File: config.mk
export PLATFORM = sky130hd
export DESIGN_NAME = omsc_top
export DESIGN_NICKNAME = d
export VERILOG_FILES = /design/src/common/omsc_pkg.sv /design/src/hw/omsc_top.sv
export SDC_FILE = /design/constraint.sdc
export NUM_CORES = 1
export LEC_CHECK = 0
export ABC_AREA = 1
export BUFFER_PORTS_ARGS = -buffer_cell sky130_fd_sc_hd__buf_4
export CORE_MARGIN = 2
export CORE_UTILIZATION = 51
export CTS_BUF_LIST = sky130_fd_sc_hd__clkbuf_8
export CTS_CLUSTER_DIAMETER = 120
export CTS_CLUSTER_SIZE = 24
export DETAILED_ROUTE_END_ITERATION = 8
export PLACE_DENSITY = 0.89
export SLEW_MARGIN = 20
export SYNTH_ARGS = -nofsm -noshare
export SYNTH_HDL_FRONTEND = slang
export SYNTH_SLANG_ARGS = --single-unit
File: constraint.sdc
create_clock -name core_clk -period 1.8 [get_ports core_clk]
set_input_delay 0.27 -clock core_clk [delete_from_list [all_inputs] [get_ports core_clk]]
set_output_delay 0.27 -clock core_clk [all_outputs]
set_load 0.02 [all_outputs]
File: src/common/omsc_pkg.sv
// Constants, types and register layout for the operating mode and system control bank.
// Assumes a 32-bit APB slave port and a single 10 MHz core clock.
`default_nettype none
package omsc_pkg;
	// Register indices; the byte address is four times the index.
	localparam logic [31:0] RB_INDEX = 32'h000ee011;
	localparam logic [31:0] SC_INDEX = 32'h000ee012;
	localparam logic [31:0] RB_ADDR = {RB_INDEX[29:0], 2'b00};
	localparam logic [31:0] SC_ADDR = {SC_INDEX[29:0], 2'b00};

	// Readback fixed bits: 7..6 read one, 5..3 read zero.
	localparam logic [7:0] RB_FIXED = 8'hc0;
	localparam int RB_STRAP_MSB = 2;

	// System control field positions and reset value.
	localparam int SC_STANDBY_SEL_BIT = 7;
	localparam int SC_SETTLE_LSB = 4;
	localparam int SC_USER_EN_BIT = 3;
	localparam int SC_NMI_EDGE_BIT = 2;
	localparam int SC_STANDBY_OE_BIT = 1;
	localparam int SC_RAM_EN_BIT = 0;
	localparam logic [7:0] SC_RESET = 8'h09;

	// Oscillator settle waits in system clock states, one per field code 0 to 6.
	localparam int SETTLE_STATES_0 = 8192;
	localparam int SETTLE_STATES_1 = 16384;
	localparam int SETTLE_STATES_2 = 32768;
	localparam int SETTLE_STATES_3 = 65536;
	localparam int SETTLE_STATES_4 = 131072;
	localparam int SETTLE_STATES_5 = 262144;
	localparam int SETTLE_STATES_6 = 1024;
	localparam int SETTLE_CNT_W = 19;

	// Strap codes.
	localparam logic [2:0] MODE_PROHIBITED = 3'h0;
	localparam logic [2:0] MODE_LAST_EXPANDED = 3'h5;

	typedef enum logic [1:0] {
		OMSC_SPACE_NONE,
		OMSC_SPACE_64K,
		OMSC_SPACE_1M,
		OMSC_SPACE_16M
	} omsc_space_t;

	typedef struct packed {
		logic standby_select;
		logic [2:0] settle_time;
		logic user_flag_enable;
		logic nonmaskable_edge_select;
		logic standby_output_enable;
		logic internal_ram_enable;
	} omsc_sysctl_t;

	typedef struct packed {
		logic valid;
		logic expanded;
		logic rom_en;
		logic bus16_init;
		omsc_space_t space;
	} omsc_mode_info_t;
endpackage : omsc_pkg
`default_nettype wire

File: src/hw/omsc_top.sv
// Operating mode decoder, mode readback and system control register bank.
// Assumes straps arrive asynchronously from the board, CPU events arrive on core_clk.
//
// Added by the designer: the APB slave port.
`timescale 1ns/1ps
`default_nettype none

module omsc_top #(
	parameter int SETTLE_0 = omsc_pkg::SETTLE_STATES_0,
	parameter int SETTLE_1 = omsc_pkg::SETTLE_STATES_1,
	parameter int SETTLE_2 = omsc_pkg::SETTLE_STATES_2,
	parameter int SETTLE_3 = omsc_pkg::SETTLE_STATES_3,
	parameter int SETTLE_4 = omsc_pkg::SETTLE_STATES_4,
	parameter int SETTLE_5 = omsc_pkg::SETTLE_STATES_5,
	parameter int SETTLE_6 = omsc_pkg::SETTLE_STATES_6
) (
	// Clock and reset
	input wire logic core_clk,
	input wire logic arst_n,
	// APB slave
	input wire logic psel,
	input wire logic penable,
	input wire logic pwrite,
	input wire logic [31:0] paddr,
	input wire logic [31:0] pwdata,
	input wire logic [3:0] pstrb,
	output logic pready,
	output logic [31:0] prdata,
	output logic pslverr,
	// Board straps and NMI pin
	input wire logic mode_strap_high,
	input wire logic mode_strap_middle,
	input wire logic mode_strap_low,
	input wire logic flash_boot_strap,
	input wire logic nmi_pin,
	// CPU and bus controller events
	input wire logic sleep_exec,
	input wire logic ext_irq_wake,
	input wire logic exception_entry,
	input wire logic [7:0] area_width_8bit,
	input wire logic ram_range_access,
	// Mode results
	output logic [2:0] mode_number,
	output logic mode_prohibited,
	output omsc_pkg::omsc_space_t addr_space,
	output logic ext_access_en,
	output logic rom_en,
	output logic initial_bus_16,
	output logic bus_16bit_mode,
	output logic ram_enable,
	output logic ram_route_external,
	// Power and interrupt control
	output logic sleep_active,
	output logic standby_active,
	output logic cpu_hold,
	output logic nmi_request,
	output logic set_int_mask,
	output logic set_user_flag,
	output logic user_flag_is_user_bit,
	// Bus pin control
	output logic addr_bus_oe,
	output logic strobe_oe,
	output logic strobe_force_high
);
	typedef enum logic [1:0] {ST_RUN, ST_SLEEP, ST_STANDBY, ST_SETTLE} omsc_pwr_t;

	// Strap and pin synchronisers: three stages, a change counts when stages two and three agree.
	localparam int NSYNC = 5;
	wire logic [NSYNC-1:0] pin_raw;
	logic [NSYNC-1:0] s1_reg;
	logic [NSYNC-1:0] s2_reg;
	logic [NSYNC-1:0] s3_reg;
	logic [NSYNC-1:0] pin_q_reg;
	assign pin_raw = {nmi_pin, flash_boot_strap, mode_strap_high, mode_strap_middle,
		mode_strap_low};

	genvar gi;
	generate
		for (gi = 0; gi < NSYNC; gi++) begin : g_sync
			always_ff @(posedge core_clk or negedge arst_n) begin
				if (!arst_n) begin
					s1_reg[gi] <= 1'b0;
					s2_reg[gi] <= 1'b0;
					s3_reg[gi] <= 1'b0;
					pin_q_reg[gi] <= 1'b0;
				end else begin
					s1_reg[gi] <= pin_raw[gi];
					s2_reg[gi] <= s1_reg[gi];
					s3_reg[gi] <= s2_reg[gi];
					if (s2_reg[gi] == s3_reg[gi]) begin
						pin_q_reg[gi] <= s3_reg[gi];
					end
				end
			end
		end
	endgenerate

	wire logic [2:0] strap_code;
	wire logic boot_q;
	wire logic nmi_q;
	assign strap_code = pin_q_reg[2:0];
	assign boot_q = pin_q_reg[3];
	assign nmi_q = pin_q_reg[4];

	// Mode decode. The board must hold the straps steady outside reset, so decoding
	// them continuously is the same as latching them once.
	omsc_pkg::omsc_mode_info_t info;
	always_comb begin
		info = '{valid: 1'b1, expanded: 1'b1, rom_en: 1'b0, bus16_init: 1'b0,
			space: omsc_pkg::OMSC_SPACE_1M};
		case (strap_code)
			3'h1: info.bus16_init = 1'b0;
			3'h2: info.bus16_init = 1'b1;
			3'h3: info.space = omsc_pkg::OMSC_SPACE_16M;
			3'h4: begin
				info.bus16_init = 1'b1;
				info.space = omsc_pkg::OMSC_SPACE_16M;
			end
			3'h5: begin
				info.rom_en = 1'b1;
				info.space = omsc_pkg::OMSC_SPACE_16M;
			end
			3'h6: begin
				info.expanded = 1'b0;
				info.rom_en = 1'b1;
				info.space = omsc_pkg::OMSC_SPACE_64K;
			end
			3'h7: begin
				info.expanded = 1'b0;
				info.rom_en = 1'b1;
			end
			default: begin
				// A prohibited code enables nothing rather than guessing a mode.
				info = '{valid: 1'b0, expanded: 1'b0, rom_en: 1'b0, bus16_init: 1'b0,
					space: omsc_pkg::OMSC_SPACE_NONE};
			end
		endcase
	end

	// Control register and APB decode.
	omsc_pkg::omsc_sysctl_t sc_reg;
	logic pready_reg;
	logic [31:0] prdata_reg;
	logic pslverr_reg;

	wire logic hit_rb;
	wire logic hit_sc;
	wire logic access_phase;
	wire logic do_write_sc;
	wire logic [7:0] rb_value;
	wire logic [31:0] read_mux;
	assign hit_rb = (paddr == omsc_pkg::RB_ADDR);
	assign hit_sc = (paddr == omsc_pkg::SC_ADDR);
	assign access_phase = psel & penable & ~pready_reg;
	// Writes land only when pready is seen high; readback writes fall through unused.
	assign do_write_sc = psel & penable & pready_reg & pwrite & hit_sc & pstrb[0];
	assign rb_value = omsc_pkg::RB_FIXED
		| {5'h00, strap_code[omsc_pkg::RB_STRAP_MSB] ^ boot_q, strap_code[1:0]};
	assign read_mux = hit_rb ? {24'h000000, rb_value} :
		hit_sc ? {24'h000000, sc_reg} : 32'h00000000;

	always_ff @(posedge core_clk or negedge arst_n) begin
		if (!arst_n) begin
			pready_reg <= 1'b0;
			prdata_reg <= 32'h00000000;
			pslverr_reg <= 1'b0;
		end else begin
			pready_reg <= access_phase;
			pslverr_reg <= access_phase & ~(hit_rb | hit_sc);
			if (access_phase && !pwrite) begin
				prdata_reg <= read_mux;
			end
		end
	end

	// Power state machine and oscillator settle counter.
	omsc_pwr_t pwr_reg;
	omsc_pwr_t pwr_next;
	logic [omsc_pkg::SETTLE_CNT_W-1:0] settle_cnt_reg;
	logic [omsc_pkg::SETTLE_CNT_W-1:0] settle_load;

	always_comb begin
		case (sc_reg.settle_time)
			3'h0: settle_load = omsc_pkg::SETTLE_CNT_W'(SETTLE_0);
			3'h1: settle_load = omsc_pkg::SETTLE_CNT_W'(SETTLE_1);
			3'h2: settle_load = omsc_pkg::SETTLE_CNT_W'(SETTLE_2);
			3'h3: settle_load = omsc_pkg::SETTLE_CNT_W'(SETTLE_3);
			3'h4: settle_load = omsc_pkg::SETTLE_CNT_W'(SETTLE_4);
			3'h6: settle_load = omsc_pkg::SETTLE_CNT_W'(SETTLE_6);
			// The illegal code waits the longest, which is the safe side for a crystal.
			default: settle_load = omsc_pkg::SETTLE_CNT_W'(SETTLE_5);
		endcase
	end

	always_comb begin
		pwr_next = pwr_reg;
		case (pwr_reg)
			ST_RUN: begin
				if (sleep_exec) begin
					pwr_next = sc_reg.standby_select ? ST_STANDBY : ST_SLEEP;
				end
			end
			ST_SLEEP: begin
				if (ext_irq_wake) begin
					pwr_next = ST_RUN;
				end
			end
			ST_STANDBY: begin
				if (ext_irq_wake) begin
					pwr_next = ST_SETTLE;
				end
			end
			ST_SETTLE: begin
				if (settle_cnt_reg == 1) begin
					pwr_next = ST_RUN;
				end
			end
			default: pwr_next = ST_RUN;
		endcase
	end

	always_ff @(posedge core_clk or negedge arst_n) begin
		if (!arst_n) begin
			pwr_reg <= ST_RUN;
			settle_cnt_reg <= '0;
		end else begin
			pwr_reg <= pwr_next;
			if (pwr_reg == ST_STANDBY) begin
				settle_cnt_reg <= settle_load;
			end else if (settle_cnt_reg != 0) begin
				settle_cnt_reg <= settle_cnt_reg - 1'b1;
			end
		end
	end

	// Control register: whole byte per write; standby entry and exit never touch it,
	// so the standby select and RAM enable bits survive.
	always_ff @(posedge core_clk or negedge arst_n) begin
		if (!arst_n) begin
			sc_reg <= omsc_pkg::SC_RESET;
		end else if (do_write_sc) begin
			sc_reg <= pwdata[7:0];
		end
	end

	// Nonmaskable edge detect on the filtered pin level.
	logic nmi_prev_reg;
	wire logic nmi_edge;
	assign nmi_edge = sc_reg.nonmaskable_edge_select ? (nmi_q & ~nmi_prev_reg)
		: (~nmi_q & nmi_prev_reg);

	// Bus pin control: in standby the enable decides float or hold.
	wire logic in_standby;
	wire logic pins_driven;
	assign in_standby = (pwr_next == ST_STANDBY);
	assign pins_driven = info.expanded & (~in_standby | sc_reg.standby_output_enable);

	always_ff @(posedge core_clk or negedge arst_n) begin
		if (!arst_n) begin
			nmi_prev_reg <= 1'b0;
			mode_number <= 3'h0;
			mode_prohibited <= 1'b1;
			addr_space <= omsc_pkg::OMSC_SPACE_NONE;
			ext_access_en <= 1'b0;
			rom_en <= 1'b0;
			initial_bus_16 <= 1'b0;
			bus_16bit_mode <= 1'b0;
			ram_enable <= 1'b1;
			ram_route_external <= 1'b0;
			sleep_active <= 1'b0;
			standby_active <= 1'b0;
			cpu_hold <= 1'b0;
			nmi_request <= 1'b0;
			set_int_mask <= 1'b0;
			set_user_flag <= 1'b0;
			user_flag_is_user_bit <= 1'b1;
			addr_bus_oe <= 1'b0;
			strobe_oe <= 1'b0;
			strobe_force_high <= 1'b0;
		end else begin
			nmi_prev_reg <= nmi_q;
			mode_number <= info.valid ? strap_code : omsc_pkg::MODE_PROHIBITED;
			mode_prohibited <= ~info.valid;
			addr_space <= info.space;
			ext_access_en <= info.expanded;
			rom_en <= info.rom_en;
			initial_bus_16 <= info.bus16_init;
			bus_16bit_mode <= info.expanded & ~(&area_width_8bit);
			ram_enable <= sc_reg.internal_ram_enable;
			ram_route_external <= info.expanded & ~sc_reg.internal_ram_enable
				& ram_range_access;
			sleep_active <= (pwr_next == ST_SLEEP);
			standby_active <= in_standby;
			cpu_hold <= (pwr_next == ST_STANDBY) | (pwr_next == ST_SETTLE);
			nmi_request <= nmi_edge;
			set_int_mask <= exception_entry;
			set_user_flag <= exception_entry & ~sc_reg.user_flag_enable;
			user_flag_is_user_bit <= sc_reg.user_flag_enable;
			addr_bus_oe <= pins_driven;
			strobe_oe <= pins_driven;
			strobe_force_high <= info.expanded & in_standby & sc_reg.standby_output_enable;
		end
	end

	assign pready = pready_reg;
	assign prdata = prdata_reg;
	assign pslverr = pslverr_reg;
endmodule : omsc_top
`default_nettype wire

==> impl_metrics.json, run 1 <==
{
  "outcome": "finished, final reports clean",
  "ys_ff_latch": 81,
  "critical-path-max-stage-delay_ps": 400,
  "io_pins": 146,
  "wl_per_cell_um": 13.6,
  "clkPwrFrac": 0.282,
  "cp.required_ps": 2110,
  "synthToLayoutAreaGrowth_pct": 26.3,
  "internal-power_uw": 3780,
  "clockBufferDepth": 2,
  "fp.coreArea_um2": 7330,
  "start_util": 0.534,
  "avgViaCountPerCell": 4.89,
  "synth_most_common_cell": "nand2_1",
  "post-cts-setup-buffers": 0,
  "p_sw_uw": 2070,
  "hold_class": "in -> reg",
  "antenna_cells": 0,
  "grt_max_degree": 34,
  "numPortBuffers": 94,
  "drt_iter0_markers": 166,
  "cts_made_buffers": 9,
  "fin_worst_skew_ps": 8.91,
  "total_power_uw": 5850,
  "ys.flop_type": "dfrtp_1",
  "fillers": 573,
  "synth_area_leaders": "dfrtp_1 49%, nand2_1 8.5%, nor2_1 5.8%",
  "r2r_cells": 8,
  "cap_violations": 0,
  "powerDensity_nw_per_um2": 1180,
  "sw_frac_of_total": 0.354,
  "r2r_start": "settle_cnt_reg[0]",
  "slowest_stage": "dfrtp_1",
  "largest_register_ffs": 19,
  "power.share.sequential": 0.394,
  "die_w_um": 91.6,
  "grt_antenna_before_repair": 0,
  "fp-row-count": 31,
  "avgSynthCellArea_um2": 8.86,
  "synth_edf_count": 0,
  "crit_path_max_fanout": 6,
  "grt_overflow": 0,
  "fp.dieArea_um2": 8400,
  "critPathTopFamily": "simple AND/OR/NAND/NOR gates",
  "critical_path_class": "reg -> reg",
  "finalHoldViolCount": 0,
  "worstSkewPairLatency_ps": 360,
  "path_common_cell": "nand2_1",
  "totalWireLength_um": 8850,
  "netlist_top_cells_count": "89 x nand2_1, 76 x dfrtp_1, 60 x nor2_1",
  "cp.arrival_ps": 1890,
  "reg2reg_to": "settle_cnt_reg[14]",
  "yosys.area.top_type": "dfrtp_1",
  "path_buf_inv": 1,
  "firstDrtPassIters": 4,
  "wl_met1_um": 3550,
  "root_buffer": "clkbuf_8",
  "clk_pin_slew_ps": 90,
  "r2r_setup_slack_ps": 220,
  "setup_viol": 0,
  "irDropWorstVdd_mv": 0.673,
  "ys_warn_count": 0,
  "rsz0062_at_grt": "false",
  "wl_met2_um": 4700,
  "ant_nets": 0,
  "holdCritStartpoint": "flash_boot_strap",
  "dr_wl_met3_um": 416,
  "p_leak_uw": 0.00256,
  "vias": 3183,
  "async_flop_share": 1.00,
  "cts_sinks": 81,
  "ys_seq_area_frac": 0.519,
  "slew_viol_final": 0,
  "cts_tree": "done",
  "route.detailed.drc": 0,
  "grt_pass1_wl_um": 15100,
  "synthCells": 442,
  "period_share": 0.879,
  "setup-tns-final_ps": 0,
  "h-tree-depth": 3,
  "worstSetupEndpointType": "flip-flop",
  "gp_congestion": 0.826,
  "crit_chain": "inv_1 > ha_1 > nand2_2 > nor3b_2 > nand3_1 > o21ai_0 > nand2_1 > nand2_1",
  "dp_hpwl_um": 6810,
  "top_layer": "met4",
  "holdPathStages": 1,
  "grt_usage": 0.227,
  "nNetsFinal": 640,
  "drive_gt1_frac": 0.301,
  "fmax_mhz": 632,
  "pwr-share-comb": 0.324,
  "hold_path_end": "s1_reg[3]",
  "ys_types": 39,
  "dieHeight_um": 91.6,
  "grt_pass1_vias": 3368,
  "synth_top_area_frac": 0.486,
  "start_kind": "flip-flop",
  "syn_area_um2": 3920,
  "period_minus_slack_ps": 1580
}
[per-layer routing]
metal  GRT usage  vias up
met5           0        -
met4       0.106        0
met3      0.0378       17
met2       0.400       87
met1       0.271     1530
li1            -     1549
[cell usage in the layout, fill, tap and decap left out, types with 5 or more instances in the layout]
master,synthesis,routed
dfstp_2,5,5
conb_1,1,24
nand3_1,33,33
o21ai_2,8,8
dfrtp_1,76,76
nand2_1,89,89
nand4_1,11,11
nor2_1,60,60
clkbuf_8,0,10
maj3_1,5,5
xnor2_1,7,7
nor3_1,9,9
o21ai_0,5,5
nand2_2,6,6
inv_1,45,45
nor2_2,8,8
buf_4,26,103
a21oi_1,9,9
[power by group through the flow]
| stage | registers (µW) | clock network [µW] | logic, µW |
|---|---|---|---|
| global route | 2330 | 1750 | 2120 |
| floorplan | 2370 | 0 | 1270 |
| CTS | 2300 | 1660 | 1880 |
| global placement | 2310 | 0 | 1780 |
| finish | 2300 | 1650 | 1890 |
| detailed placement | 2330 | 0 | 1860 |
[layout make-up]
cell class	count	area (µm²)	area share
Inverter	48	180	0.0364
Timing Repair Buffer	105	803	0.162
Multi-Input combinational cell	302	1550	0.314
Clock buffer	10	138	0.0278
Tap cell	99	124	0.0250
Clock inverter	6	115	0.0233
Sequential cell	81	2030	0.411
[cells by family (layout without fill, tap and decap cells)]
kind of cell / after synthesis / after routing / synth area share
AND/OR/NAND/NOR: 234 / 234 / 0.283
buffers and inverters: 82 / 169 / 0.108
flip-flops: 81 / 81 / 0.519
AO/OA/AOI/OAI: 26 / 26 / 0.0441
XOR/XNOR: 10 / 10 / 0.0224
adder cells (fa/ha/maj): 8 / 8 / 0.0224
other: 1 / 24 / 0.000958
[how the worst max path moves through the flow]
stage | cells after the start | slack [ps] | end | startpoint
floorplan | 7 | 350 | settle_cnt_reg[14] | settle_cnt_reg[0]
global placement | 9 | 300 | settle_cnt_reg[5] | settle_cnt_reg[11]
detailed placement | 8 | 220 | settle_cnt_reg[14] | settle_cnt_reg[0]
CTS | 8 | 190 | settle_cnt_reg[14] | settle_cnt_reg[0]
global route | 9 | 60 | settle_cnt_reg[5] | settle_cnt_reg[13]
finish | 8 | 220 | settle_cnt_reg[14] | settle_cnt_reg[0]
[worst register-to-register path: cells and delay by family, from the launching register on]
family	cells	cell delay, ps
flip-flops	1	400
AO/OA/AOI/OAI	1	130
adder cells (fa/ha/maj)	1	220
AND/OR/NAND/NOR	5	630
buffers and inverters	1	170
[repair_timing]
item | CTS | global route
endpoints found under the setup margin | 0 | 1
endpoints found under the hold margin | 29 | 0
hold buffers | 1 | 0
resized for setup | 0 | 1
[per-stage QoR]
step | util | hold WS [ps] | setup WS [ps] | instances | area, µm²
finish | 0.675 | 8.90 | 217 | 651 | 4950
floorplan | - | -25.6 | 352 | 465 | 4000
global placement | 0.638 | 239 | 297 | 634 | 4680
detailed placement | 0.638 | 235 | 223 | 634 | 4680
global route | 0.675 | 0.0476 | 62.2 | 651 | 4950
CTS | 0.674 | 2.13 | 192 | 651 | 4940
No activity file was read; power rests on OpenSTA's default activity.
==> inputs of run 2 (changes only) <==
PLACE_DENSITY = 0.82   (was 0.89)
==> run 2 against run 1 <==
Sequential cell count unchanged. Via count decreased by 1.8%. Critical path depth unchanged. Largest cell class unchanged.
==> impl_metrics.json, run 2 (same netlist as run 1, synthesis figures left out) <==
{
  "path_buf_inv": 1,
  "post-cts-setup-buffers": 0,
  "hold_slack_ps": 23.5,
  "cts_tree": "done",
  "finalHoldViolCount": 0,
  "clkPwrFrac": 0.225,
  "internal-power_uw": 3340,
  "totalWireLength_um": 8280,
  "r2r_start": "settle_cnt_reg[0]",
  "clk_pin_slew_ps": 80,
  "powerDensity_nw_per_um2": 1110,
  "fp.coreArea_um2": 7330,
  "cts_made_buffers": 9,
  "fin_cells": 647,
  "critical_path_class": "reg -> reg",
  "critical-path-max-stage-delay_ps": 390,
  "die_w_um": 91.6,
  "placed_cells": 630,
  "slew_viol_final": 0,
  "grt_max_degree": 38,
  "critPathTopFamily": "simple AND/OR/NAND/NOR gates",
  "grt_antenna_before_repair": 0,
  "multi_input_area_um2": 1550,
  "worstSetupEndpointType": "flip-flop",
  "route.detailed.drc": 0,
  "r2r_cells": 8,
  "pwr-share-comb": 0.344,
  "hold_path_end": "s1_reg[1]",
  "drt_iter0_markers": 132,
  "irDropWorstVdd_mv": 0.437,
  "cp.arrival_ps": 1870,
  "layout_common_cells": "99 x buf_4, 89 x nand2_1, 76 x dfrtp_1",
  "fmax_mhz": 629,
  "reg2reg_to": "settle_cnt_reg[14]",
  "period_share": 0.883,
  "seq_area_um2": 2030,
  "crit_chain": "inv_1 > ha_1 > nand2_2 > nor3b_1 > nand3_1 > o21ai_0 > nand2_1 > nand2_1",
  "dieHeight_um": 91.6,
  "layout.cells.most_common": "buf_4",
  "slowest_stage": "dfrtp_1",
  "avgViaCountPerCell": 4.83,
  "p_leak_uw": 0.00250,
  "holdCritStartpoint": "mode_strap_middle",
  "path_common_cell": "nand2_1",
  "fillers": 607,
  "vias": 3127,
  "grt_usage": 0.212,
  "ant_nets": 0,
  "cp.required_ps": 2080,
  "gp_congestion": 0.875,
  "grt_pass1_vias": 3145,
  "clockBufferDepth": 2,
  "wl_per_cell_um": 12.8,
  "p_sw_uw": 2020,
  "numPortBuffers": 94,
  "holdPathStages": 1,
  "r2r_setup_slack_ps": 210,
  "period_minus_slack_ps": 1590,
  "worstSkewPairLatency_ps": 340,
  "largest_register_ffs": 19,
  "cts_sinks": 81,
  "fin_worst_skew_ps": 7.54,
  "h-tree-depth": 3,
  "antenna_cells": 0,
  "root_buffer": "clkbuf_8",
  "rsz0062_at_grt": "false",
  "power.share.sequential": 0.431,
  "setup_viol": 0,
  "firstDrtPassIters": 4,
  "start_kind": "flip-flop",
  "fp-row-count": 31,
  "cap_violations": 0,
  "grt_overflow": 0,
  "setup-tns-final_ps": 0,
  "hold_class": "in -> reg",
  "drive_gt1_frac": 0.292,
  "sw_frac_of_total": 0.376,
  "nNetsFinal": 636,
  "io_pins": 146,
  "synthToLayoutAreaGrowth_pct": 23.5,
  "start_util": 0.534,
  "grt_pass1_wl_um": 14300,
  "dp_hpwl_um": 6370,
  "fp.dieArea_um2": 8400,
  "crit_path_start": "settle_cnt_reg[0]",
  "crit_path_max_fanout": 6,
  "outcome": "finished, final reports clean"
}
[run 2: changes by cell type in the layout (fill, tap and decap cells not counted), sizes merged]
cell      before  now
clkinvlp       1    2
bufinv         3    0
inv           48   51
clkinv         2    1
buf          104  100
[run 2: power by group through the flow]
stage	clock (µW)	sequential [µW]	combinational, µW
2_1_floorplan	0	2370	1270
3_3_place_gp	0	2320	1770
3_5_place_dp	0	2340	1840
4_1_cts	1230	2310	1850
5_1_grt	1310	2340	2110
6_report	1210	2310	1840
[run 2: worst max path at each step]
stage	endpoint	slack (ps)	cells after the start
CTS	settle_cnt_reg[14]	200	8
global placement	settle_cnt_reg[14]	280	7
detailed placement	settle_cnt_reg[14]	240	8
global route	settle_cnt_reg[14]	20	8
finish	settle_cnt_reg[14]	210	8
floorplan	settle_cnt_reg[14]	350	7
[run 2: what timing repair did]
item                      in CTS  in global routing
hold buffers                   1                  0
resized for setup              0                  0
hold endpoints to repair      24                  0
[run 2: layout make-up]
cell class	count	share of cell area
Sequential cell	81	0.420
Multi-Input combinational cell	302	0.320
Timing Repair Buffer	101	0.160
Inverter	48	0.0372
Clock buffer	10	0.0285
Tap cell	99	0.0256
Clock inverter	6	0.00854
[run 2: stage by stage]
step / util / power, µW / setup slack (ps) / cell area, µm²
6_report: 0.660 / 5360 / 210 / 4840
5_1_grt: 0.660 / 5760 / 18.5 / 4840
4_1_cts: 0.660 / 5390 / 196 / 4840
3_5_place_dp: 0.634 / 4180 / 239 / 4650
3_3_place_gp: 0.634 / 4090 / 280 / 4650
2_1_floorplan: - / 3640 / 352 / 4000
[run 2: metal layers]
metal	part of all wire	track usage
met5	0	0
met4	0.013	0.0745
met3	0.053	0.0419
met2	0.53	0.373
met1	0.41	0.259
